### src/verilog/reset_seq_pkg.sv
package reset_seq_pkg;

    // Carry setting periods, in microseconds.
    localparam int period_1ms_us   = 1000;
    localparam int period_5ms_us   = 5000;
    localparam int period_100ms_us = 100000;
    localparam int period_250ms_us = 250000;

    // System clock period in nanoseconds (10 MHz).
    localparam int clock_period_ns = 100;

    // Half of each carry period, in clock cycles.
    localparam int half_1ms_cycles   = period_1ms_us * 1000 / clock_period_ns / 2;
    localparam int half_5ms_cycles   = period_5ms_us * 1000 / clock_period_ns / 2;
    localparam int half_100ms_cycles = period_100ms_us * 1000 / clock_period_ns / 2;
    localparam int half_250ms_cycles = period_250ms_us * 1000 / clock_period_ns / 2;

    localparam int count_width = 24;

    // Timer mode select encodings; zero is the value after any partial reset.
    localparam logic [3:0] mode_reset_value = 4'h0;
    localparam logic [1:0] sel_100ms = 2'h0;
    localparam logic [1:0] sel_250ms = 2'h1;
    localparam logic [1:0] sel_5ms   = 2'h2;
    localparam logic [1:0] sel_1ms   = 2'h3;

    // Running encodes one, so the oscillator-run output is the state bit itself.
    typedef enum logic [0:0] {
        osc_running = 1'b1,
        osc_stopped = 1'b0
    } osc_state_type;

    typedef struct packed {
        logic                   ce_meta;
        logic                   ce_sync;
        logic                   ce_last;
        logic                   pending;
        osc_state_type          osc;
        logic                   halt_active;
        logic                   carry_ff;
        logic [3:0]             timer_mode;
        logic [count_width-1:0] phase_count;
        logic                   carry_pulse;
        logic                   halt_force_reset;
        logic                   partial_ctrl_reset;
        logic                   full_reset;
    } seq_state_type;

    // Value after srst: everything clear, with the oscillator running.
    localparam seq_state_type state_reset_value = '{osc: osc_running, default: '0};

endpackage
### src/verilog/reset_control_sequencer.sv
// Notes on behaviour
// - Three reset sources: supply rise, enable rise and clock stop.
// - Detect low-to-high transition on enable pin.
// - Power-on clears everything, restarts at zero.
// - Enable reset clears core, some control registers.
// - Clock-stop instruction also triggers reset control.
// - Halt-forcing reset on power-on and stop only.
// - Forced halt ends when carry flag sets.
// - Partial reset on power-on and stop only.
// - Full reset on all three events.
// - Enable reset waits for next carry pulse edge.
// - Enable reset keeps timer mode selection.
// - Fire on currently selected carry period edge.
// - Delay below one period; program keeps running. Code: up to one period plus the synchroniser cycles.
// - Stop clears timer mode, selecting 100 ms.
// - After stop, reset lands 50 ms post enable.
`timescale 1ns/1ns
`default_nettype none

module reset_control_sequencer #(
    parameter int half_1ms_cycles   = reset_seq_pkg::half_1ms_cycles,
    parameter int half_5ms_cycles   = reset_seq_pkg::half_5ms_cycles,
    parameter int half_100ms_cycles = reset_seq_pkg::half_100ms_cycles,
    parameter int half_250ms_cycles = reset_seq_pkg::half_250ms_cycles
) (
    input  wire logic       clock,              // System clock, 10 MHz.
    input  wire logic       srst,               // Synchronous reset, active high.
    input  wire logic       clock_enable,       // Freezes all state while low.
    input  wire logic       supply_rise,        // Pulse from the supply voltage detector.
    input  wire logic       chip_enable,        // Enable pin level.
    input  wire logic       stop_exec,          // Pulse when clock stop executes.
    input  wire logic       mode_write,         // Pulse writing the timer mode select.
    input  wire logic [3:0] mode_data,          // Value for the timer mode select.
    input  wire logic       carry_ff_clear,     // Pulse clearing the carry flag.
    output logic            halt_force_reset,   // One-cycle halt-forcing reset.
    output logic            partial_ctrl_reset, // One-cycle partial control reset.
    output logic            full_reset,         // One-cycle full reset, PC to zero.
    output logic            halt_active,        // Forced halt in effect.
    output logic            carry_ff,           // Timer carry flag.
    output logic            carry_pulse,        // Carry setting pulse waveform.
    output logic            osc_run,            // Oscillator running.
    output logic [3:0]      timer_mode,         // Timer mode select register.
    output logic            reset_pending       // Enable edge awaiting its reset.
);

    localparam int cw = reset_seq_pkg::count_width;

    reset_seq_pkg::seq_state_type state;
    reset_seq_pkg::seq_state_type next_state;

    // Half period of the carry setting pulse for a given mode.
    function automatic logic [cw-1:0] half_period(input logic [3:0] mode);
        logic [cw-1:0] result;
        result = cw'(half_100ms_cycles);
        unique case (mode[1:0])
            reset_seq_pkg::sel_100ms: result = cw'(half_100ms_cycles);
            reset_seq_pkg::sel_250ms: result = cw'(half_250ms_cycles);
            reset_seq_pkg::sel_5ms:   result = cw'(half_5ms_cycles);
            reset_seq_pkg::sel_1ms:   result = cw'(half_1ms_cycles);
        endcase
        return result;
    endfunction

    // True while the carry oscillator runs; the wave only advances then.
    function automatic logic osc_live(input reset_seq_pkg::osc_state_type osc);
        return osc == reset_seq_pkg::osc_running;
    endfunction

    // Shifts the enable pin through the two synchroniser stages.
    // Only the second stage is looked at, so a metastable first stage never
    // reaches the edge detector.
    function automatic reset_seq_pkg::seq_state_type sync_step(
        input reset_seq_pkg::seq_state_type s,
        input logic                         pin
    );
        reset_seq_pkg::seq_state_type r;
        r         = s;
        r.ce_meta = pin;
        r.ce_sync = s.ce_meta;
        r.ce_last = s.ce_sync;
        return r;
    endfunction

    // Low-to-high transition of the synchronised enable pin.
    function automatic logic enable_rose(input reset_seq_pkg::seq_state_type s);
        return s.ce_sync && !s.ce_last;
    endfunction

    // The wave wraps when the count reaches half a period less one.
    // A comparison with >= keeps the wave sane after a shorter mode is chosen.
    function automatic logic wrap_due(
        input reset_seq_pkg::seq_state_type s,
        input logic [cw-1:0]                half
    );
        return osc_live(s.osc) && (s.phase_count >= half - cw'(1));
    endfunction

    // Advances the carry setting wave by one clock; frozen during clock stop.
    function automatic reset_seq_pkg::seq_state_type wave_step(
        input reset_seq_pkg::seq_state_type s,
        input logic                         wrap
    );
        reset_seq_pkg::seq_state_type r;
        r = s;
        if (osc_live(s.osc)) begin
            if (wrap) begin
                r.phase_count = '0;
                r.carry_pulse = !s.carry_pulse;
            end else begin
                r.phase_count = s.phase_count + cw'(1);
            end
        end
        return r;
    endfunction

    // Restarts the wave from phase zero with the pulse low, so the first rise
    // comes half a period later.
    function automatic reset_seq_pkg::seq_state_type wave_restart(
        input reset_seq_pkg::seq_state_type s
    );
        reset_seq_pkg::seq_state_type r;
        r             = s;
        r.phase_count = '0;
        r.carry_pulse = 1'b0;
        return r;
    endfunction

    // Reset outputs are single-cycle pulses unless an event sets them again.
    function automatic reset_seq_pkg::seq_state_type pulse_idle(
        input reset_seq_pkg::seq_state_type s
    );
        reset_seq_pkg::seq_state_type r;
        r                    = s;
        r.halt_force_reset   = 1'b0;
        r.partial_ctrl_reset = 1'b0;
        r.full_reset         = 1'b0;
        return r;
    endfunction

    // Carry flag and forced halt. A set in the same cycle as a clear wins,
    // so a carry is never lost to a late clear.
    function automatic reset_seq_pkg::seq_state_type flag_step(
        input reset_seq_pkg::seq_state_type s,
        input logic                         clear,
        input logic                         carry
    );
        reset_seq_pkg::seq_state_type r;
        r = s;
        if (clear) begin
            r.carry_ff = 1'b0;
        end
        if (carry) begin
            r.carry_ff    = 1'b1;
            r.halt_active = 1'b0;
        end
        return r;
    endfunction

    // Timer mode survives an enable reset; only a partial reset clears it.
    function automatic reset_seq_pkg::seq_state_type mode_step(
        input reset_seq_pkg::seq_state_type s,
        input logic                         write,
        input logic [3:0]                   data
    );
        reset_seq_pkg::seq_state_type r;
        r = s;
        if (write) begin
            r.timer_mode = data;
        end
        return r;
    endfunction

    // Latches an enable edge and fires the full reset on the next carry rise.
    // An edge that meets a carry rise in the same cycle waits a whole period,
    // so the delay from the pin is never zero. Nothing else is asserted
    // meanwhile, so the program keeps running.
    function automatic reset_seq_pkg::seq_state_type enable_step(
        input reset_seq_pkg::seq_state_type s,
        input reset_seq_pkg::seq_state_type n,
        input logic                         rise,
        input logic                         carry
    );
        reset_seq_pkg::seq_state_type r;
        r = n;
        if (carry && s.pending) begin
            r.full_reset = 1'b1;
            r.pending    = 1'b0;
        end
        if (rise) begin
            r.pending = 1'b1;
        end
        if (rise && !osc_live(s.osc)) begin
            // Resuming in the cleared mode puts the reset 50 ms after the pin rise.
            r     = wave_restart(r);
            r.osc = reset_seq_pkg::osc_running;
        end
        return r;
    endfunction

    // Issues the three reset pulses shared by power-on and clock stop.
    // A pending enable edge is dropped: the full reset issued here covers it.
    function automatic reset_seq_pkg::seq_state_type fire_all(
        input reset_seq_pkg::seq_state_type s
    );
        reset_seq_pkg::seq_state_type r;
        r                    = wave_restart(s);
        r.halt_force_reset   = 1'b1;
        r.partial_ctrl_reset = 1'b1;
        r.full_reset         = 1'b1;
        r.halt_active        = 1'b1;
        r.timer_mode         = reset_seq_pkg::mode_reset_value;
        r.pending            = 1'b0;
        return r;
    endfunction

    // Clock stop: all three resets at once, and the oscillator halts in the same cycle.
    function automatic reset_seq_pkg::seq_state_type stop_event(
        input reset_seq_pkg::seq_state_type s
    );
        reset_seq_pkg::seq_state_type r;
        r     = fire_all(s);
        r.osc = reset_seq_pkg::osc_stopped;
        return r;
    endfunction

    // Power-on also clears the carry flag and restarts the oscillator.
    function automatic reset_seq_pkg::seq_state_type power_event(
        input reset_seq_pkg::seq_state_type s
    );
        reset_seq_pkg::seq_state_type r;
        r          = fire_all(s);
        r.carry_ff = 1'b0;
        r.osc      = reset_seq_pkg::osc_running;
        return r;
    endfunction

    logic          ce_rise;
    logic          phase_wrap;
    logic          carry_rise;
    logic [cw-1:0] half_now;

    always_comb begin
        half_now   = half_period(state.timer_mode);
        ce_rise    = enable_rose(state);
        phase_wrap = wrap_due(state, half_now);
        carry_rise = phase_wrap && !state.carry_pulse;

        next_state = sync_step(state, chip_enable);
        next_state = wave_step(next_state, phase_wrap);
        next_state = pulse_idle(next_state);
        next_state = flag_step(next_state, carry_ff_clear, carry_rise);
        next_state = mode_step(next_state, mode_write, mode_data);
        next_state = enable_step(state, next_state, ce_rise, carry_rise);

        // Clock stop overrides the enable path in the same cycle.
        if (stop_exec) begin
            next_state = stop_event(next_state);
        end

        // Power-on takes precedence over every other event.
        if (supply_rise) begin
            next_state = power_event(next_state);
        end
    end

    always_ff @(posedge clock) begin
        if (srst) begin
            state <= reset_seq_pkg::state_reset_value;
        end else if (clock_enable) begin
            state <= next_state;
        end
    end

    // Every output is a field of the registered state.
    // full_reset alone covers the enable reset path.
    assign halt_force_reset   = state.halt_force_reset;
    assign partial_ctrl_reset = state.partial_ctrl_reset;
    assign full_reset         = state.full_reset;
    assign halt_active        = state.halt_active;
    assign carry_ff           = state.carry_ff;
    assign carry_pulse        = state.carry_pulse;
    assign osc_run            = state.osc;
    assign timer_mode         = state.timer_mode;
    assign reset_pending      = state.pending;

endmodule

`default_nettype wire

### config.mk
export PLATFORM = sky130hd
export DESIGN_NAME = reset_control_sequencer
export DESIGN_NICKNAME = d
export VERILOG_FILES = /design/src/verilog/reset_seq_pkg.sv /design/src/verilog/reset_control_sequencer.sv
export SDC_FILE = /design/constraint.sdc
export NUM_CORES = 1
export LEC_CHECK = 0
export BUFFER_PORTS_ARGS = -buffer_cell sky130_fd_sc_hd__buf_2
export CAP_MARGIN = 20
export CORE_ASPECT_RATIO = 0.75
export CORE_MARGIN = 2
export CORE_UTILIZATION = 40
export DETAILED_ROUTE_END_ITERATION = 10
export PLACE_DENSITY = 0.58
export SYNTH_ARGS = -nofsm -noshare
export SYNTH_HDL_FRONTEND = slang
export SYNTH_SLANG_ARGS = --single-unit
### constraint.sdc
create_clock -name clock -period 2.6 [get_ports clock]
set_input_delay 0.39 -clock clock [delete_from_list [all_inputs] [get_ports clock]]
set_output_delay 0.39 -clock clock [all_outputs]
set_load 0.05 [all_outputs]
==> flow_metrics.env <==
export IMPL_status="complete, no violations"
export IMPL_synth_area_per_cell_um2=8.68
export IMPL_insertion_delay_ps=290
export IMPL_min_path_cells=3
export IMPL_syn_cell_area_mm2=0.00230
export IMPL_synth_area_leaders="dfxtp_1 (33%), ha_1 (9.8%), nor2_1 (5.2%)"
export IMPL_worstSetupPathType="register to register"
export IMPL_cts_htree_levels=2
export IMPL_synth_top_area_share_pct=33.1
export IMPL_report_final_slew_viol_count=0
export IMPL_die_y_um=69.7
export IMPL_cts_hold_fix_buffers=0
export IMPL_min_period_ps=2470
export IMPL_worstHoldStart="chip_enable"
export IMPL_slew_headroom_pct=58.2
export IMPL_crit_path_start_kind="register"
export IMPL_place_inst=358
export IMPL_timing_rr_end="state[6]$_SDFFE_PP0P_"
export IMPL_leakagePower_nw=1.10
export IMPL_worst_slew_pin_slew_ps=624
export IMPL_ff2ff_setup_slack_ps=130
export IMPL_drt_iter0_drc=153
export IMPL_gp_congestion=0.902
export IMPL_hold_viol=0
export IMPL_ys_seq_area_share_pct=33.1
export IMPL_clk_pin_slew_ps=80
export IMPL_worstHoldEndpoint="state[38]$_SDFFE_PP0P_"
export IMPL_reg2reg_from="timer_mode[0]$_SDFFE_PP0P_"
export IMPL_initial_core_util_pct=42.3
export IMPL_antenna_left=0
export IMPL_post_drt_wl_per_cell_um=15.1
export IMPL_ys_warn_count=0
export IMPL_antenna_found_initial=0
export IMPL_antenna_cells=0
export IMPL_yosysTopAreaCell="dfxtp_1"
export IMPL_setup_ws_ps=128
export IMPL_drive_above_1_share_pct=21.5
export IMPL_clock_skew_ps=7.97
export IMPL_grt_pass1_vias=1720
export IMPL_finalSetupViolations=0
export IMPL_fin_cells=368
export IMPL_cts_root_buffer="clkbuf_8"
export IMPL_powerDensity_mw_per_mm2=422
export IMPL_cts_tree="built"
export IMPL_grt_usage_pct=17.3
export IMPL_overflow=0
export IMPL_mostFrequentLayoutCell="dfxtp_1"
export IMPL_cts_buffers=5
export IMPL_fmax_mhz=405
export IMPL_fin_total_pwr_w=0.00114
export IMPL_tns_ps=0
export IMPL_pre_cts_ws_ps=57.3
export IMPL_routed_wl_um=5550
export IMPL_synth_edf_count=0
export IMPL_vias_per_cell=5.32
export IMPL_synthFlopType="dfxtp_1"
export IMPL_io_pins=24
export IMPL_die_w_um=91.6
export IMPL_drc=0
export IMPL_portBuffers=23
export IMPL_die_area_mm2=0.00638
export IMPL_cts_max_path_buffers=2
export IMPL_area_growth_pct=17.2
export IMPL_finish_utilization_pct=49.6
export IMPL_ys_types=55
export IMPL_grt_pass1_wl_um=8810
export IMPL_dp_hpwl_um=4270
export IMPL_cp_data_required_time_ps=2780
export IMPL_final_cell_mix="dfxtp_1 (37), nor2_1 (31), nand2_1 (26)"
export IMPL_core_area_mm2=0.00544
export IMPL_num_rows=23
export IMPL_postSynth_asyncResetShare_pct=0
export IMPL_syn_inst=265
export IMPL_fin_crit_sh_pct=95.1
export IMPL_final_nets=322
export IMPL_crit_path_end_kind="register"
export IMPL_peakVddDrop_mv=0.244
export IMPL_critPathLaunch="timer_mode[0]$_SDFFE_PP0P_"
export IMPL_hold_path_class="primary input to register"
export IMPL_critPathMaxFanout=6
export IMPL_multi_input_area_mm2=0.00149
export IMPL_cap_violations=0
export IMPL_fillCellCount=537
export IMPL_vias=1957
export IMPL_clock_sinks=38
export IMPL_ys_ff_latch=38
export IMPL_critPathArrivalTime_ps=2650
export IMPL_rsz0062_at_grt="no"
export IMPL_regArea_um2=762
export IMPL_r2r_cells=11
export IMPL_dr_pass1_iters=5
export IMPL_grt_max_degree=18
==> critical path: stages, from the launching register on <==
cell and delay [ps]:
dfxtp_1 340, inv_1 80, nor2_1 150, inv_1 90, ha_1 320, nand4bb_4 180
o41ai_4 460, a31oi_4 100, nand2_2 130, a2111oi_4 40, buf_4 180, a221o_1 280
==> metrics by stage <==
stage	hold slack (ps)	area (um2)
after global routing	372	2700
after floorplan	453	2300
final	350	2700
after detailed placement	475	2510
after CTS	347	2610
after global placement	467	2510
==> layer usage <==
metal  track usage [%]  routed length, um  share of wire, %
met3              3.91                222               4.0
met2              23.4               2240                40
met4              2.53                 22              0.40
met5                 0                  0                 0
met1              27.7               3060                55
==> sequential cells by signal, indices dropped and copies added, names as in the netlist <==
signal / count
carry_ff: 1
halt_force_reset: 1
carry_pulse: 1
timer_mode: 4
osc_run: 1
reset_pending: 1
state: 27
full_reset: 1
halt_active: 1
==> kinds of logic after synthesis <==
kind of cell / share of synthesized area [%]
adder cells (fa/ha/maj): 9.79
XOR/XNOR: 4.95
AO/OA/AOI/OAI: 21.5
other: 0.163
buffers and inverters: 5.33
flip-flops: 33.1
multiplexers: 1.31
AND/OR/NAND/NOR: 23.8
==> timing repair <==
item                       CTS  global route
resized for setup            0            14
setup endpoints to repair    0            27
buffers inserted             0             2
==> Yosys cell counts, drive strengths merged, types with 3 or more instances <==
cell type and instances:
inv 10, nor2 32, a21oi 12, and3 5, mux2i 3, nand3 13
nand2 27, dfxtp 38, nor3 6, a32oi 4, o21ai 8, or2 3
ha 18, a31o 6, nor2b 3, buf 9, o31ai 7, xor2 12
clkbuf 7, nand4 9, a2111oi 3
==> where the power goes <==
part           switching (W)  internal (W)  leakage, nW
combinational      0.0000793     0.0000391        0.747
clock               0.000211      0.000214       0.0482
sequential        0.00000606      0.000589        0.308
==> final cells by class <==
class,instances,share of cell area [%]
Multi-Input combinational cell,202,55.4
Sequential cell,38,28.3
Timing Repair Buffer,35,8.07
Tap cell,75,3.48
Clock buffer,7,3.20
Inverter,10,1.39
Clock inverter,1,0.186
==> worst max-delay path by stage <==
stage / end / slack (ps) / cells after the start
floorplan: state[21]$_SDFFE_PP0P_ / 260 / 11
global placement: reset_pending$_SDFFE_PP0P_ / 60 / 11
detailed placement: state[6]$_SDFFE_PP0P_ / 60 / 10
CTS: state[6]$_SDFFE_PP0P_ / 20 / 10
global route: state[6]$_SDFFE_PP0P_ / 3 / 11
finish: state[6]$_SDFFE_PP0P_ / 130 / 11
(Power assumes the default switching activity.)
